`config.mk`:
```
export PLATFORM = sky130hd
export DESIGN_NAME = sp_uart
export DESIGN_NICKNAME = d
export VERILOG_FILES = /design/src/rtl/sp_uart_pkg.sv /design/src/rtl/sp_sync.sv /design/src/rtl/sp_uart.sv
export VERILOG_INCLUDE_DIRS = /design/src /design/src/rtl
export SDC_FILE = /design/constraint.sdc
export NUM_CORES = 1
export LEC_CHECK = 0
export BUFFER_PORTS_ARGS = -buffer_cell sky130_fd_sc_hd__buf_4
export CAP_MARGIN = 20
export CORE_ASPECT_RATIO = 0.9
export CORE_MARGIN = 2
export CORE_UTILIZATION = 60
export DETAILED_ROUTE_END_ITERATION = 8
export GPL_ROUTABILITY_DRIVEN = 1
export HOLD_SLACK_MARGIN = 0.15
export PLACE_DENSITY_LB_ADDON = 0.12
export SETUP_SLACK_MARGIN = 0.4
export SYNTH_ARGS = -nofsm -noshare
export SYNTH_HDL_FRONTEND = slang
export SYNTH_HIERARCHICAL = 1
export SYNTH_SLANG_ARGS = --single-unit
```
`constraint.sdc`:
```
create_clock -name core_clk -period 2.4 [get_ports core_clk]
set_input_delay 0.12 -clock core_clk [delete_from_list [all_inputs] [get_ports core_clk]]
set_output_delay 0.12 -clock core_clk [all_outputs]
set_load 0.02 [all_outputs]
```
`src/rtl/sp_uart_map.svh`:
```
// Register map, field positions and timing counts of the serial port
`ifndef SP_UART_MAP_SVH
`define SP_UART_MAP_SVH

// ----------------------------------------------------------------------
// Register addresses
// ----------------------------------------------------------------------
`define SP_ADDR_CTRL 8'h98
`define SP_ADDR_DATA 8'h99

// ----------------------------------------------------------------------
// Control/status field positions
// ----------------------------------------------------------------------
`define SP_BIT_MODE_HI 7
`define SP_BIT_MODE_LO 6
`define SP_BIT_MPE 5
`define SP_BIT_REN 4
`define SP_BIT_TB8 3
`define SP_BIT_RB8 2
`define SP_BIT_TI 1
`define SP_BIT_RI 0
`define SP_CTRL_RESET 8'h00

// ----------------------------------------------------------------------
// Timing counts
// ----------------------------------------------------------------------
// Last oversampling tick index of a bit (sixteen ticks per bit), and tick index of a bit's centre
`define SP_OVS_LAST 4'hF
`define SP_OVS_MID 4'h7
// Bits per shift-register transfer
`define SP_M0_BITS 4'h8
// Frame lengths including start and stop bits
`define SP_FRAME8 4'hA
`define SP_FRAME9 4'hB

`endif

```
`src/rtl/sp_uart_pkg.sv`:
```
// Types shared by the serial port design
package sp_uart_pkg;

  typedef enum logic [1:0] {
    SP_MODE_SHIFT = 2'b00,
    SP_MODE_8VAR = 2'b01,
    SP_MODE_9FIX = 2'b10,
    SP_MODE_9VAR = 2'b11
  } sp_mode_t;

  typedef enum logic [2:0] {
    SP_TX_IDLE = 3'b001,
    SP_TX_WAIT = 3'b010,
    SP_TX_SEND = 3'b100
  } sp_tx_state_t;

  typedef enum logic [2:0] {
    SP_RX_IDLE = 3'b001,
    SP_RX_START = 3'b010,
    SP_RX_BITS = 3'b100
  } sp_rx_state_t;

  typedef struct packed {
    logic wr;
    logic rd;
    logic [7:0] addr;
    logic [7:0] wdata;
  } sp_sfr_req_t;

endpackage : sp_uart_pkg

```
`src/rtl/sp_sync.sv`:
```
// Two-flop synchroniser for a pin that idles high
`timescale 1ns/1ps
`default_nettype none

module sp_sync (
  input wire logic core_clk,
  input wire logic rst_n,
  input wire logic async_in,
  output logic sync_out
);

  logic meta_reg;

  always_ff @(posedge core_clk or negedge rst_n)
  begin
    if (!rst_n)
    begin
      meta_reg <= 1'b1;
      sync_out <= 1'b1;
    end
    else
    begin
      meta_reg <= async_in;
      sync_out <= meta_reg;
    end
  end

endmodule : sp_sync

`default_nettype wire

```
`src/rtl/sp_uart.sv`:
```
// Serial port: four-mode transmitter and receiver with control registers
`timescale 1ns/1ps
`default_nettype none
`include "sp_uart_map.svh"

// Notes on behaviour
// - In the asynchronous modes, transmitter and receiver run independently and concurrently.
// - Finished byte held in buffer; next accepted frame overwrites it.
// - Data address write loads transmitter; read returns separate receive buffer.
// - Mode bits 7:6 select shift, 8-bit variable, 9-bit fixed, 9-bit variable.
// - Fixed 9-bit mode runs at clock/32, or clock/16 when doubled.
// - 9-bit modes with filter on: no receive flag if ninth bit 0.
// - 8-bit mode with filter on: no receive flag without valid stop.
// - Filter off: receive flag raised once a full byte with a valid stop bit arrives.
// - Reception starts only while receive-enable bit 4 is set; clearing it stops only asynchronous reception.
// - 9-bit modes send control bit 3 as ninth data bit.
// - Bit 2 latches received ninth bit, or stop bit in 8-bit mode.
// - Transmit flag set after 8th shift bit, or at stop start.
// - Receive flag set after 8th shift bit, or mid stop bit.
// - Shift mode: data on receive pin, clock on transmit pin, 8 bits.
// - Shift mode: data write starts transmission, LSB first.
// - Shift mode: receive starts with enable set and flag clear.
// - 8-bit frame: start 0, eight data LSB first, stop 1.
// - 9-bit frame: start 0, eight data, ninth bit, stop 1.
// - Frame kept only if flag clear and stop bit is 1.
// - Asynchronous reception begins on a falling edge of receive pin.
module sp_uart
  import sp_uart_pkg::*;
(
  input wire logic core_clk,
  input wire logic rst_n,
  input wire sp_sfr_req_t sfr_req,
  output logic [7:0] sfr_rdata,
  input wire logic baud_double,
  input wire logic tx_baud_tick,
  input wire logic rx_baud_tick,
  input wire logic rxd_in,
  output logic rxd_out,
  output logic rxd_oe,
  output logic txd_out
);

  // --------------------------------------------------------------------
  // Register state
  // --------------------------------------------------------------------
  sp_mode_t mode_reg;
  logic multiproc_filter_enable_reg;
  logic rx_enable_reg;
  logic tx_ninth_bit_reg;
  logic rx_ninth_bit_reg;
  logic tx_done_flag_reg;
  logic rx_done_flag_reg;
  logic [7:0] rx_buf_reg;

  logic wr_ctrl;
  logic wr_data;
  logic nine_bit;
  logic [7:0] ctrl_value;

  assign wr_ctrl = sfr_req.wr && (sfr_req.addr == `SP_ADDR_CTRL);
  assign wr_data = sfr_req.wr && (sfr_req.addr == `SP_ADDR_DATA);
  assign nine_bit = mode_reg[1];
  assign ctrl_value = {mode_reg, multiproc_filter_enable_reg,
    rx_enable_reg, tx_ninth_bit_reg, rx_ninth_bit_reg,
    tx_done_flag_reg, rx_done_flag_reg};

  // Events raised by the engines
  logic ti_set;
  logic m0_rx_done;
  logic rx_commit;
  logic rx_ninth_value;
  logic [7:0] m0_rx_byte;
  logic [7:0] m0_sh_reg;
  logic [7:0] rx_byte;

  // --------------------------------------------------------------------
  // Receive pin synchroniser and tick sources
  // --------------------------------------------------------------------
  logic rxd_s;
  logic rxd_prev_reg;
  logic m2_div_reg;
  logic m2_tick;
  logic tx_tick;
  logic rx_tick;

  sp_sync u_rxd_sync (
    .core_clk(core_clk),
    .rst_n(rst_n),
    .async_in(rxd_in),
    .sync_out(rxd_s)
  );

  always_ff @(posedge core_clk or negedge rst_n)
  begin
    if (!rst_n)
    begin
      rxd_prev_reg <= 1'b1;
      m2_div_reg <= 1'b0;
    end
    else
    begin
      rxd_prev_reg <= rxd_s;
      m2_div_reg <= ~m2_div_reg;
    end
  end

  // Fixed-rate tick
  // Sixteen ticks per bit: clock/2 gives clock/32, every cycle clock/16
  assign m2_tick = baud_double | m2_div_reg;
  assign tx_tick = (mode_reg == SP_MODE_9FIX) ? m2_tick : tx_baud_tick;
  assign rx_tick = (mode_reg == SP_MODE_9FIX) ? m2_tick : rx_baud_tick;

  // --------------------------------------------------------------------
  // Control/status register
  // --------------------------------------------------------------------
  always_ff @(posedge core_clk or negedge rst_n)
  begin
    if (!rst_n)
    begin
      mode_reg <= SP_MODE_SHIFT;
      multiproc_filter_enable_reg <= 1'b0;
      rx_enable_reg <= 1'b0;
      tx_ninth_bit_reg <= 1'b0;
    end
    else if (wr_ctrl)
    begin
      mode_reg <= sp_mode_t'(sfr_req.wdata[`SP_BIT_MODE_HI:`SP_BIT_MODE_LO]);
      multiproc_filter_enable_reg <= sfr_req.wdata[`SP_BIT_MPE];
      rx_enable_reg <= sfr_req.wdata[`SP_BIT_REN];
      tx_ninth_bit_reg <= sfr_req.wdata[`SP_BIT_TB8];
    end
  end

  // Flags: a hardware set in the cycle of a software clear wins
  always_ff @(posedge core_clk or negedge rst_n)
  begin
    if (!rst_n)
    begin
      tx_done_flag_reg <= 1'b0;
      rx_done_flag_reg <= 1'b0;
    end
    else
    begin
      if (ti_set)
        tx_done_flag_reg <= 1'b1;
      else if (wr_ctrl)
        tx_done_flag_reg <= sfr_req.wdata[`SP_BIT_TI];
      if (rx_commit || m0_rx_done)
        rx_done_flag_reg <= 1'b1;
      else if (wr_ctrl)
        rx_done_flag_reg <= sfr_req.wdata[`SP_BIT_RI];
    end
  end

  // Received ninth bit: hardware update wins over software write
  always_ff @(posedge core_clk or negedge rst_n)
  begin
    if (!rst_n)
      rx_ninth_bit_reg <= 1'b0;
    else if (rx_commit)
      rx_ninth_bit_reg <= rx_ninth_value;
    else if (wr_ctrl)
      rx_ninth_bit_reg <= sfr_req.wdata[`SP_BIT_RB8];
  end

  // Receive holding buffer, overwritten by each accepted byte
  always_ff @(posedge core_clk or negedge rst_n)
  begin
    if (!rst_n)
      rx_buf_reg <= 8'h00;
    else if (m0_rx_done)
      rx_buf_reg <= m0_sh_reg;
    else if (rx_commit)
      rx_buf_reg <= rx_byte;
  end

  // Data address reads return the receive buffer, never the transmit data
  always_ff @(posedge core_clk or negedge rst_n)
  begin
    if (!rst_n)
      sfr_rdata <= 8'h00;
    else if (sfr_req.rd)
    begin
      case (sfr_req.addr)
        `SP_ADDR_CTRL: sfr_rdata <= ctrl_value;
        `SP_ADDR_DATA: sfr_rdata <= rx_buf_reg;
        default: sfr_rdata <= 8'h00;
      endcase
    end
  end

  // --------------------------------------------------------------------
  // Transmit engine, also runs shift-register transfers both ways
  // --------------------------------------------------------------------
  sp_tx_state_t tx_state_reg;
  logic [10:0] tx_sh_reg;
  logic [3:0] tx_cnt_reg;
  logic [3:0] tx_div_reg;
  logic [3:0] tx_frame;
  logic m0_phase_reg;
  logic m0_rx_reg;
  logic m0_start_rx;

  assign tx_frame = nine_bit ? `SP_FRAME9 : `SP_FRAME8;
  // Shift-mode receive start
  // Done pulse covers the cycle before the flag shows
  assign m0_start_rx = (mode_reg == SP_MODE_SHIFT) && rx_enable_reg &&
    !rx_done_flag_reg && !m0_rx_done && !wr_data;
  assign m0_rx_byte = {rxd_s, m0_sh_reg[7:1]};

  always_ff @(posedge core_clk or negedge rst_n)
  begin
    if (!rst_n)
    begin
      tx_state_reg <= SP_TX_IDLE;
      tx_sh_reg <= 11'h7FF;
      tx_cnt_reg <= 4'h0;
      tx_div_reg <= 4'h0;
      m0_phase_reg <= 1'b0;
      m0_rx_reg <= 1'b0;
      m0_sh_reg <= 8'h00;
      txd_out <= 1'b1;
      rxd_out <= 1'b1;
      rxd_oe <= 1'b0;
      ti_set <= 1'b0;
      m0_rx_done <= 1'b0;
    end
    else
    begin
      ti_set <= 1'b0;
      m0_rx_done <= 1'b0;
      case (tx_state_reg)
        SP_TX_IDLE:
        begin
          txd_out <= 1'b1;
          rxd_oe <= 1'b0;
          tx_cnt_reg <= 4'h0;
          tx_div_reg <= 4'h0;
          m0_phase_reg <= 1'b0;
          if (wr_data)
          begin
            // Frame: start, data LSB first, ninth, stop
            tx_sh_reg <= {1'b1, nine_bit ? tx_ninth_bit_reg : 1'b1,
              sfr_req.wdata, 1'b0};
            m0_rx_reg <= 1'b0;
            tx_state_reg <= SP_TX_WAIT;
          end
          else if (m0_start_rx)
          begin
            m0_rx_reg <= 1'b1;
            tx_state_reg <= SP_TX_WAIT;
          end
        end
        SP_TX_WAIT:
        begin
          if (mode_reg == SP_MODE_SHIFT)
          begin
            // Drop start bit, data shifts out LSB first
            tx_sh_reg <= {1'b1, tx_sh_reg[10:1]};
            tx_state_reg <= SP_TX_SEND;
          end
          else if (tx_tick)
          begin
            // Start bit begins at the first valid tick
            txd_out <= tx_sh_reg[0];
            tx_sh_reg <= {1'b1, tx_sh_reg[10:1]};
            tx_cnt_reg <= 4'h1;
            tx_div_reg <= 4'h0;
            tx_state_reg <= SP_TX_SEND;
          end
        end
        SP_TX_SEND:
        begin
          if (mode_reg == SP_MODE_SHIFT)
          begin
            // Clock on transmit pin, data on receive pin
            m0_phase_reg <= ~m0_phase_reg;
            rxd_oe <= !m0_rx_reg;
            if (!m0_phase_reg)
            begin
              txd_out <= 1'b0;
              rxd_out <= tx_sh_reg[0];
            end
            else
            begin
              // Partner samples and data is captured on the rising edge
              txd_out <= 1'b1;
              tx_sh_reg <= {1'b1, tx_sh_reg[10:1]};
              m0_sh_reg <= m0_rx_byte;
              tx_cnt_reg <= tx_cnt_reg + 4'h1;
              if (tx_cnt_reg == `SP_M0_BITS - 4'h1)
              begin
                ti_set <= !m0_rx_reg;
                m0_rx_done <= m0_rx_reg;
                tx_state_reg <= SP_TX_IDLE;
              end
            end
          end
          else if (tx_tick)
          begin
            tx_div_reg <= tx_div_reg + 4'h1;
            if (tx_div_reg == `SP_OVS_LAST)
            begin
              if (tx_cnt_reg == tx_frame)
                tx_state_reg <= SP_TX_IDLE;
              else
              begin
                txd_out <= tx_sh_reg[0];
                tx_sh_reg <= {1'b1, tx_sh_reg[10:1]};
                tx_cnt_reg <= tx_cnt_reg + 4'h1;
                // Flag at start of stop bit
                if (tx_cnt_reg == tx_frame - 4'h1)
                  ti_set <= 1'b1;
              end
            end
          end
        end
        default:
          tx_state_reg <= SP_TX_IDLE;
      endcase
    end
  end

  // --------------------------------------------------------------------
  // Asynchronous receive engine
  // --------------------------------------------------------------------
  // Own state, counters and tick, free of the transmit engine
  sp_rx_state_t rx_state_reg;
  logic [3:0] rx_div_reg;
  logic [3:0] rx_bit_reg;
  logic [8:0] rx_sh_reg;
  logic [3:0] rx_last;
  logic rx_sample;
  logic rx_accept;

  // Bits after start: eight data, optional ninth, then stop
  assign rx_last = nine_bit ? 4'h9 : 4'h8;
  assign rx_sample = (rx_state_reg == SP_RX_BITS) && rx_tick &&
    (rx_div_reg == `SP_OVS_LAST);
  assign rx_byte = rx_sh_reg[7:0];
  assign rx_ninth_value = nine_bit ? rx_sh_reg[8] : rxd_s;

  // Flag clear and stop high at the final shift
  // Filter on ninth bit; stop checked always
  assign rx_accept = !rx_done_flag_reg && rxd_s &&
    (!multiproc_filter_enable_reg || !nine_bit || rx_sh_reg[8]);

  always_ff @(posedge core_clk or negedge rst_n)
  begin
    if (!rst_n)
    begin
      rx_state_reg <= SP_RX_IDLE;
      rx_div_reg <= 4'h0;
      rx_bit_reg <= 4'h0;
      rx_sh_reg <= 9'h000;
      rx_commit <= 1'b0;
    end
    else
    begin
      rx_commit <= 1'b0;
      case (rx_state_reg)
        SP_RX_IDLE:
        begin
          rx_div_reg <= 4'h0;
          rx_bit_reg <= 4'h0;
          if (rx_enable_reg && (mode_reg != SP_MODE_SHIFT) &&
              rxd_prev_reg && !rxd_s)
            rx_state_reg <= SP_RX_START;
        end
        SP_RX_START:
        begin
          if (!rx_enable_reg || (mode_reg == SP_MODE_SHIFT))
            rx_state_reg <= SP_RX_IDLE;
          else if (rx_tick)
          begin
            rx_div_reg <= rx_div_reg + 4'h1;
            // Start bit must still be low at its centre
            if (rx_div_reg == `SP_OVS_MID)
            begin
              rx_div_reg <= 4'h0;
              rx_state_reg <= rxd_s ? SP_RX_IDLE : SP_RX_BITS;
            end
          end
        end
        SP_RX_BITS:
        begin
          if (!rx_enable_reg || (mode_reg == SP_MODE_SHIFT))
            rx_state_reg <= SP_RX_IDLE;
          else if (rx_tick)
          begin
            rx_div_reg <= rx_div_reg + 4'h1;
            if (rx_sample)
            begin
              rx_bit_reg <= rx_bit_reg + 4'h1;
              if (rx_bit_reg == rx_last)
              begin
                // Mid stop bit decides the frame
                rx_commit <= rx_accept;
                rx_state_reg <= SP_RX_IDLE;
              end
              else
                rx_sh_reg[rx_bit_reg] <= rxd_s;
            end
          end
        end
        default:
          rx_state_reg <= SP_RX_IDLE;
      endcase
    end
  end

endmodule : sp_uart

`default_nettype wire

```
==> After elaboration in Yosys (flattened, before gate mapping) <==
Index checks and enable logic that the tools add are counted.
{ "totals": {"in_bits": 24, "register_bits": 86, "elab_cells": 235, "out_inout_bits": 11} }
{ "classes": {"magnitude_cmp": 2, "eq_ne": 41, "n_addsub": 5, "n_reduce_logical": 50, "bitwise_logic": 5, "muxes": 102} }
{ "ops": {"columns": ["operator", "n"], "rows": [
  ["2-to-1 mux 11 bit", 8],
  ["2-to-1 mux 4 bit", 19],
  ["2-to-1 mux 3 bit", 19],
  ["2-to-1 mux 1 bit", 41],
  ["one-hot mux 4 bit (3 select lines)", 3],
  ["one-hot mux 11 bit (3 select lines)", 1],
  ["!= test 3 bit (second input constant)", 10],
  ["!= test 2 bit (second input constant)", 12],
  ["AND reduction 7 bit", 3],
  ["one-hot mux 3 bit (3 select lines)", 2],
  ["adder 4 x 1 -> 4 bit (second input constant)", 4],
  ["== test 8 bit (second input constant)", 2],
  ["2-to-1 mux 8 bit", 2],
  ["one-hot mux 8 bit (2 select lines)", 1],
  ["nonzero test 2 bit", 8],
  ["AND reduction 5 bit", 3],
  ["logical AND 1 bit", 14],
  ["== test 4 bit", 3],
  ["AND reduction 6 bit", 2],
  ["bitwise mux 9 bit", 1],
  ["== test 4 x 3 -> 1 bit (second input constant)", 2],
  ["== test 4 bit (second input constant)", 2],
  ["logical NOT 1 bit", 8],
  ["one-hot mux 4 bit (2 select lines)", 1],
  ["20 further kinds", 34]
]} }

==> Longest topological paths before layout <==
{ "depth": {"ltp_word": 9, "depth_mapped": 8, "ltp_nobuf": 7} }

==> By module <==
Netlist, hierarchy kept.
{ "modules_own_cells": {"columns": ["mod", "area_per_inst_um2", "seq_area_each_um2", "cells_each", "n_inst"], "rows": [
  ["sp_uart", 4267.8, 2095.8, 403, 1],
  ["sp_sync", 52.6, 52.6, 2, 1]
]} }

==> Worst setup path before layout <==
Ideal clock, no wire load.
{ "synth_path": {"path_kind": "flip-flop to flip-flop", "start": "register mode_reg[0]", "end": "register tx_sh_reg[1]", "setup_time_ns": 0.082, "path_buffers": 1, "t_arrival_ns": 1.980, "period_less_slack_ns": 2.062, "path_stages_with_launch": 7, "slack_ns": 0.338, "required_ns": 2.318, "cell_sequence": "dfrtp_1 buf_6 nor4b_4 nor2_1 or4_4 o2111ai_4 mux2_4"} }
{ "synth_via": {"elab_chain_cells": 4, "word_cells_on_any_way": 12, "cone_classes": "eq/ne: 6; mux: 4; reduce/logical: 2"} }
{ "synth_rtl": {"columns": ["element", "line", "source"], "rows": [
  ["start, declared", "sp_uart.sv:46", "sp_mode_t mode_reg;"],
  ["start signal, assigned", "sp_uart.sv:127", "mode_reg <= sp_mode_t'(sfr_req.wdata[`SP_BIT_MODE_HI:`SP_BIT_MODE_LO]);"],
  ["== test 2 bit", "sp_uart.sv:110", "assign tx_tick = (mode_reg == SP_MODE_9FIX) ? m2_tick : tx_baud_tick;"],
  ["2-to-1 mux 1 bit", "sp_uart.sv:110", null],
  ["!= test 3 bit (no line)", null, null],
  ["AND reduction 7 bit (no line)", null, null],
  ["end signal, assigned", "sp_uart.sv:243", "tx_sh_reg <= {1'b1, nine_bit ? tx_ninth_bit_reg : 1'b1,"],
  ["end signal, assigned", "sp_uart.sv:259", "tx_sh_reg <= {1'b1, tx_sh_reg[10:1]};"],
  ["end signal, assigned", "sp_uart.sv:266", "tx_sh_reg <= {1'b1, tx_sh_reg[10:1]};"],
  ["end, declared", "sp_uart.sv:196", "logic [10:0] tx_sh_reg;"]
]} }
Several ways; a longest one is shown, not always the timed one.
A chain may end at the register's enable or synchronous reset.

==> Worst setup path in the final report <==
{ "layout_path": {"start": "register mode_reg[0]", "end": "register tx_sh_reg[2]"} }
The elaborated chain is that of the path after synthesis.

==> results by group <==
GRT
  – Met3 usage: 0.08348
  – GR Util met1: 0.3687
  – GRT busiest layer: met2
  – Initial antenna violation count: 0
  – Gr ovfl total: 0
  – Global Route met2 Usage: 0.4114
  – Largest net degree at the start of global routing: between 40 and 50
  – Vias in the first global route: ~3300
  – Total track usage: 0.2663
  – First-pass GRT wire length: 16040 um

Cells and area
  – Fill count: 470
  – N_diodes: 0
  – Multi-input logic area: approximately 2200 um^2
  – Layout Area Growth over Synthesis: 24.53%
  – FF/Latch Area: between 2000 and 2500 um^2
  – Final Util: 0.7683
  – Most frequent cells in the layout: dfrtp_1, buf_4, nand2_1, o21ai_0, mux2_2
  – Layout cells sized above 1: 0.3682
  – Max reg flops: 10
  – Final nets: around 500
  – Final instance area: ~5400 um^2
  – Commonest non-fill, non-tap cell in the layout: dfrtp_1

Hold path
  – Worst Hold Path EP: sfr_rdata[1]$_DFFE_PN0P_
  – WHS Path Cells: 3
  – Min-delay worst type: in2reg
  – HP Start: sfr_req[8]

Setup path
  – Startpoint types: flip-flop
  – CP arrival: between 2 and 2.5 ns
  – RR Endpoint: tx_sh_reg[2]$_DFFE_PN1P_
  – Reg-to-reg setup timing slack: between 0.2 and 0.3 ns
  – Setup crit end kind: flip-flop
  – Crit Path Category: reg2reg
  – Worst-path maximum fanout: 6
  – Worst Path Required: ~2.7 ns
  – Reg2reg start: mode_reg[0]$_DFFE_PN0P_
  – Reg2Reg Depth: 7

Timing
  – Slew @ Worst Pin: 0.5781 ns
  – Fin crit period: approximately 2.1 ns
  – Slew HR: 0.6146
  – Final Cycle Share: 0.8953
  – Final Slew Violations: 0
  – Clk_skew: 0.01273 ns
  – Final hold vios: 0
  – Final setup viols: 0
  – RSZ-0062 raised after global routing: yes
  – Setup TNS: 0 ns
  – Max Clk Rate: around 470 MHz

Drt
  – Residual DRC: 0
  – Final ANT Viol Nets: 0
  – First-pass DRT Iterations: 4
  – Drt via density: 5.914
  – DR vias: 3377
  – Final WL: 10220 um
  – Detailed-route wire length per cell: between 15 and 20 um
  – Initial DRC count: around 270

Die
  – I/O pin cnt: 35
  – Die Width: 93.45 um
  – Starting density of the core: 0.6169
  – Die ar.: between 7000 and 8000 um^2
  – DIE HEIGHT: between 80 and 90 um
  – Core Box Area: about 7000 um^2
  – Std-Cell Rows: 29

Flow run
  – Max cap viols: 0

CTS
  – TritonCTS buffer count: 9
  – H-tree depth: 3
  – Clk root buf: clkbuf_8
  – CTS sink cnt: 85
  – Reg clk slew, reported paths: about 0.090 ns
  – CTS Buffer Depth: 2
  – Clk_lat worst skew: approximately 0.37 ns
  – CTS tree: built

Synthesis
  – Syn. warnings: 6
  – Post-Synth Adder-Cell Area: 0.02259
  – Synth Instances: ~410
  – Most area-hungry cell type in the Yosys netlist: dfrtp_1
  – Ys async rst share: 1.000
  – EDFF count, synth: 0
  – Top_reg_cell synth: dfrtp_1
  – Yosys reg bits: 85
  – Mapped Avg Cell Area: between 10 and 15 um^2
  – Synth Area in Simple Gates: 0.1703
  – Synth Area in XOR/XNOR: 0.004054
  – Synth Area in Compound Gates: 0.1164
  – Distinct cells, synth: 55
  – Synthesized cell area: about 4300 um^2
  – Post-synth top area share: 0.3939
  – Syn nets: 436
  – Largest family of logic cells by synthesized area: simple AND/OR/NAND/NOR gates
  – Dominant cells by area after synthesis: dfrtp_1, dfstp_2, mux2_2
  – Multiplexer share of the synthesized area: 0.1584
  – Sequential fraction of the synthesis area: 0.4972

Power and ir drop
  – Sw Ratio: 0.2766
  – VDD IR-drop max: 0.7703 mV
  – Power Density: ~680 nW/um^2
  – Sw power: a little over 1 mW
  – Internal: about 2.6 mW
  – Clk pwr share: 0.297
  – Combinational share of power: 0.187
  – Static Leak: between 2 and 2.5 nW
  – Reg power frac: 0.516

Placed design
  – IO buf count: 34
  – GPL Wtd Cong: slightly above 0.9
  – Cell Area, Placed: 4740 um^2
  – Hpwl dp: just under 7000 um

Status
  – Status: finished, final reports clean
-- cells by family (layout without fill, tap and decap cells) --
logic type      count (synthesis)  after routing
buf+inv                        33            105
xor+xnor                        2              2
flops                          85             85
simple gates                  138            138
fa+ha+maj                       8              8
mux                            60             60
compound gates                 79             80
-- how the worst max path moves through the flow --
stage,from,end,slack [ns],cells past startpoint
after floorplan,tx_state_reg[1]$_DFFE_PN0P_,tx_sh_reg[1]$_DFFE_PN1P_,0.43,5
after global placement,rx_state_reg[2]$_DFFE_PN0P_,rx_sh_reg[2]$_DFFE_PN0P_,0.26,6
after detailed placement,mode_reg[0]$_DFFE_PN0P_,tx_sh_reg[8]$_DFFE_PN1P_,0.21,6
after CTS,mode_reg[0]$_DFFE_PN0P_,tx_sh_reg[9]$_DFFE_PN1P_,0.34,7
after global routing,mode_reg[0]$_DFFE_PN0P_,tx_sh_reg[9]$_DFFE_PN1P_,0.23,7
final,mode_reg[0]$_DFFE_PN0P_,tx_sh_reg[2]$_DFFE_PN1P_,0.25,7
-- critical path: stages (launching register included) --
cell,delay [ns]
dfrtp_2,0.44
buf_6,0.14
or4b_4,0.55
o211ai_1,0.18
a22oi_2,0.10
buf_6,0.16
o2111ai_4,0.18
mux2_4,0.34
-- Yosys cell counts, drive strengths merged (2+ instances only) --
library cell / count
nor4: 4
a31oi: 4
buf: 3
or2: 2
nor3: 6
mux2i: 20
nand3: 14
or4: 3
nor2: 24
nand4: 2
nand2: 42
a21oi: 16
o2111ai: 2
nand2b: 8
inv: 17
clkbuf: 13
o21ai: 33
or3b: 3
nand3b: 3
ha: 7
dfrtp: 68
o41ai: 2
and4b: 2
dfstp: 17
o22ai: 9
nand4bb: 2
nor2b: 10
xnor2: 2
and3: 6
mux2: 40
or3: 5
-- per-layer routing --
layer	share of wire	up-vias
met5	0	-
met4	0.023	0
met3	0.063	20
met2	0.47	104
met1	0.45	1651
li1	-	1602
-- stage by stage --
step | hold slack (ns) | total power [mW] | std cells | setup WS (ns)
2_1_floorplan | -0.1756 | 2.256 | 405 | 0.4255
3_3_place_gp | 0.1268 | 2.453 | 529 | 0.2594
3_5_place_dp | 0.1280 | 2.488 | 529 | 0.2112
4_1_cts | 0.1887 | 3.598 | 562 | 0.3442
5_1_grt | 0.1944 | 3.834 | 571 | 0.2258
6_report | 0.2068 | 3.643 | 571 | 0.2513
-- cell type report --
class / count / share of cell area
clock buffer: 11 / 0.02814
timing repair buffer: 72 / 0.1107
inverter: 17 / 0.01186
clock inverter: 5 / 0.01233
multi-input combinational: 288 / 0.4147
sequential: 85 / 0.4007
tap: 93 / 0.02163
-- what timing repair did --
item / 4_1_cts / 5_1_grt
hold buffers: 11 / 0
hold endpoints to repair: 82 / 0
setup buffers: 5 / 9
resized for setup: 22 / 25
gates cloned: 1 / 0
endpoints found under the setup margin: 28 / 32
pin swaps: 6 / 6
-- power by group through the flow --
stage	sequential [mW]	clock [mW]	combinational, mW
2_1_floorplan	1.82	0	0.434
3_3_place_gp	1.88	0	0.575
3_5_place_dp	1.89	0	0.599
4_1_cts	1.87	1.11	0.622
5_1_grt	1.91	1.17	0.752
6_report	1.88	1.08	0.682
(Power assumes the default switching activity.)
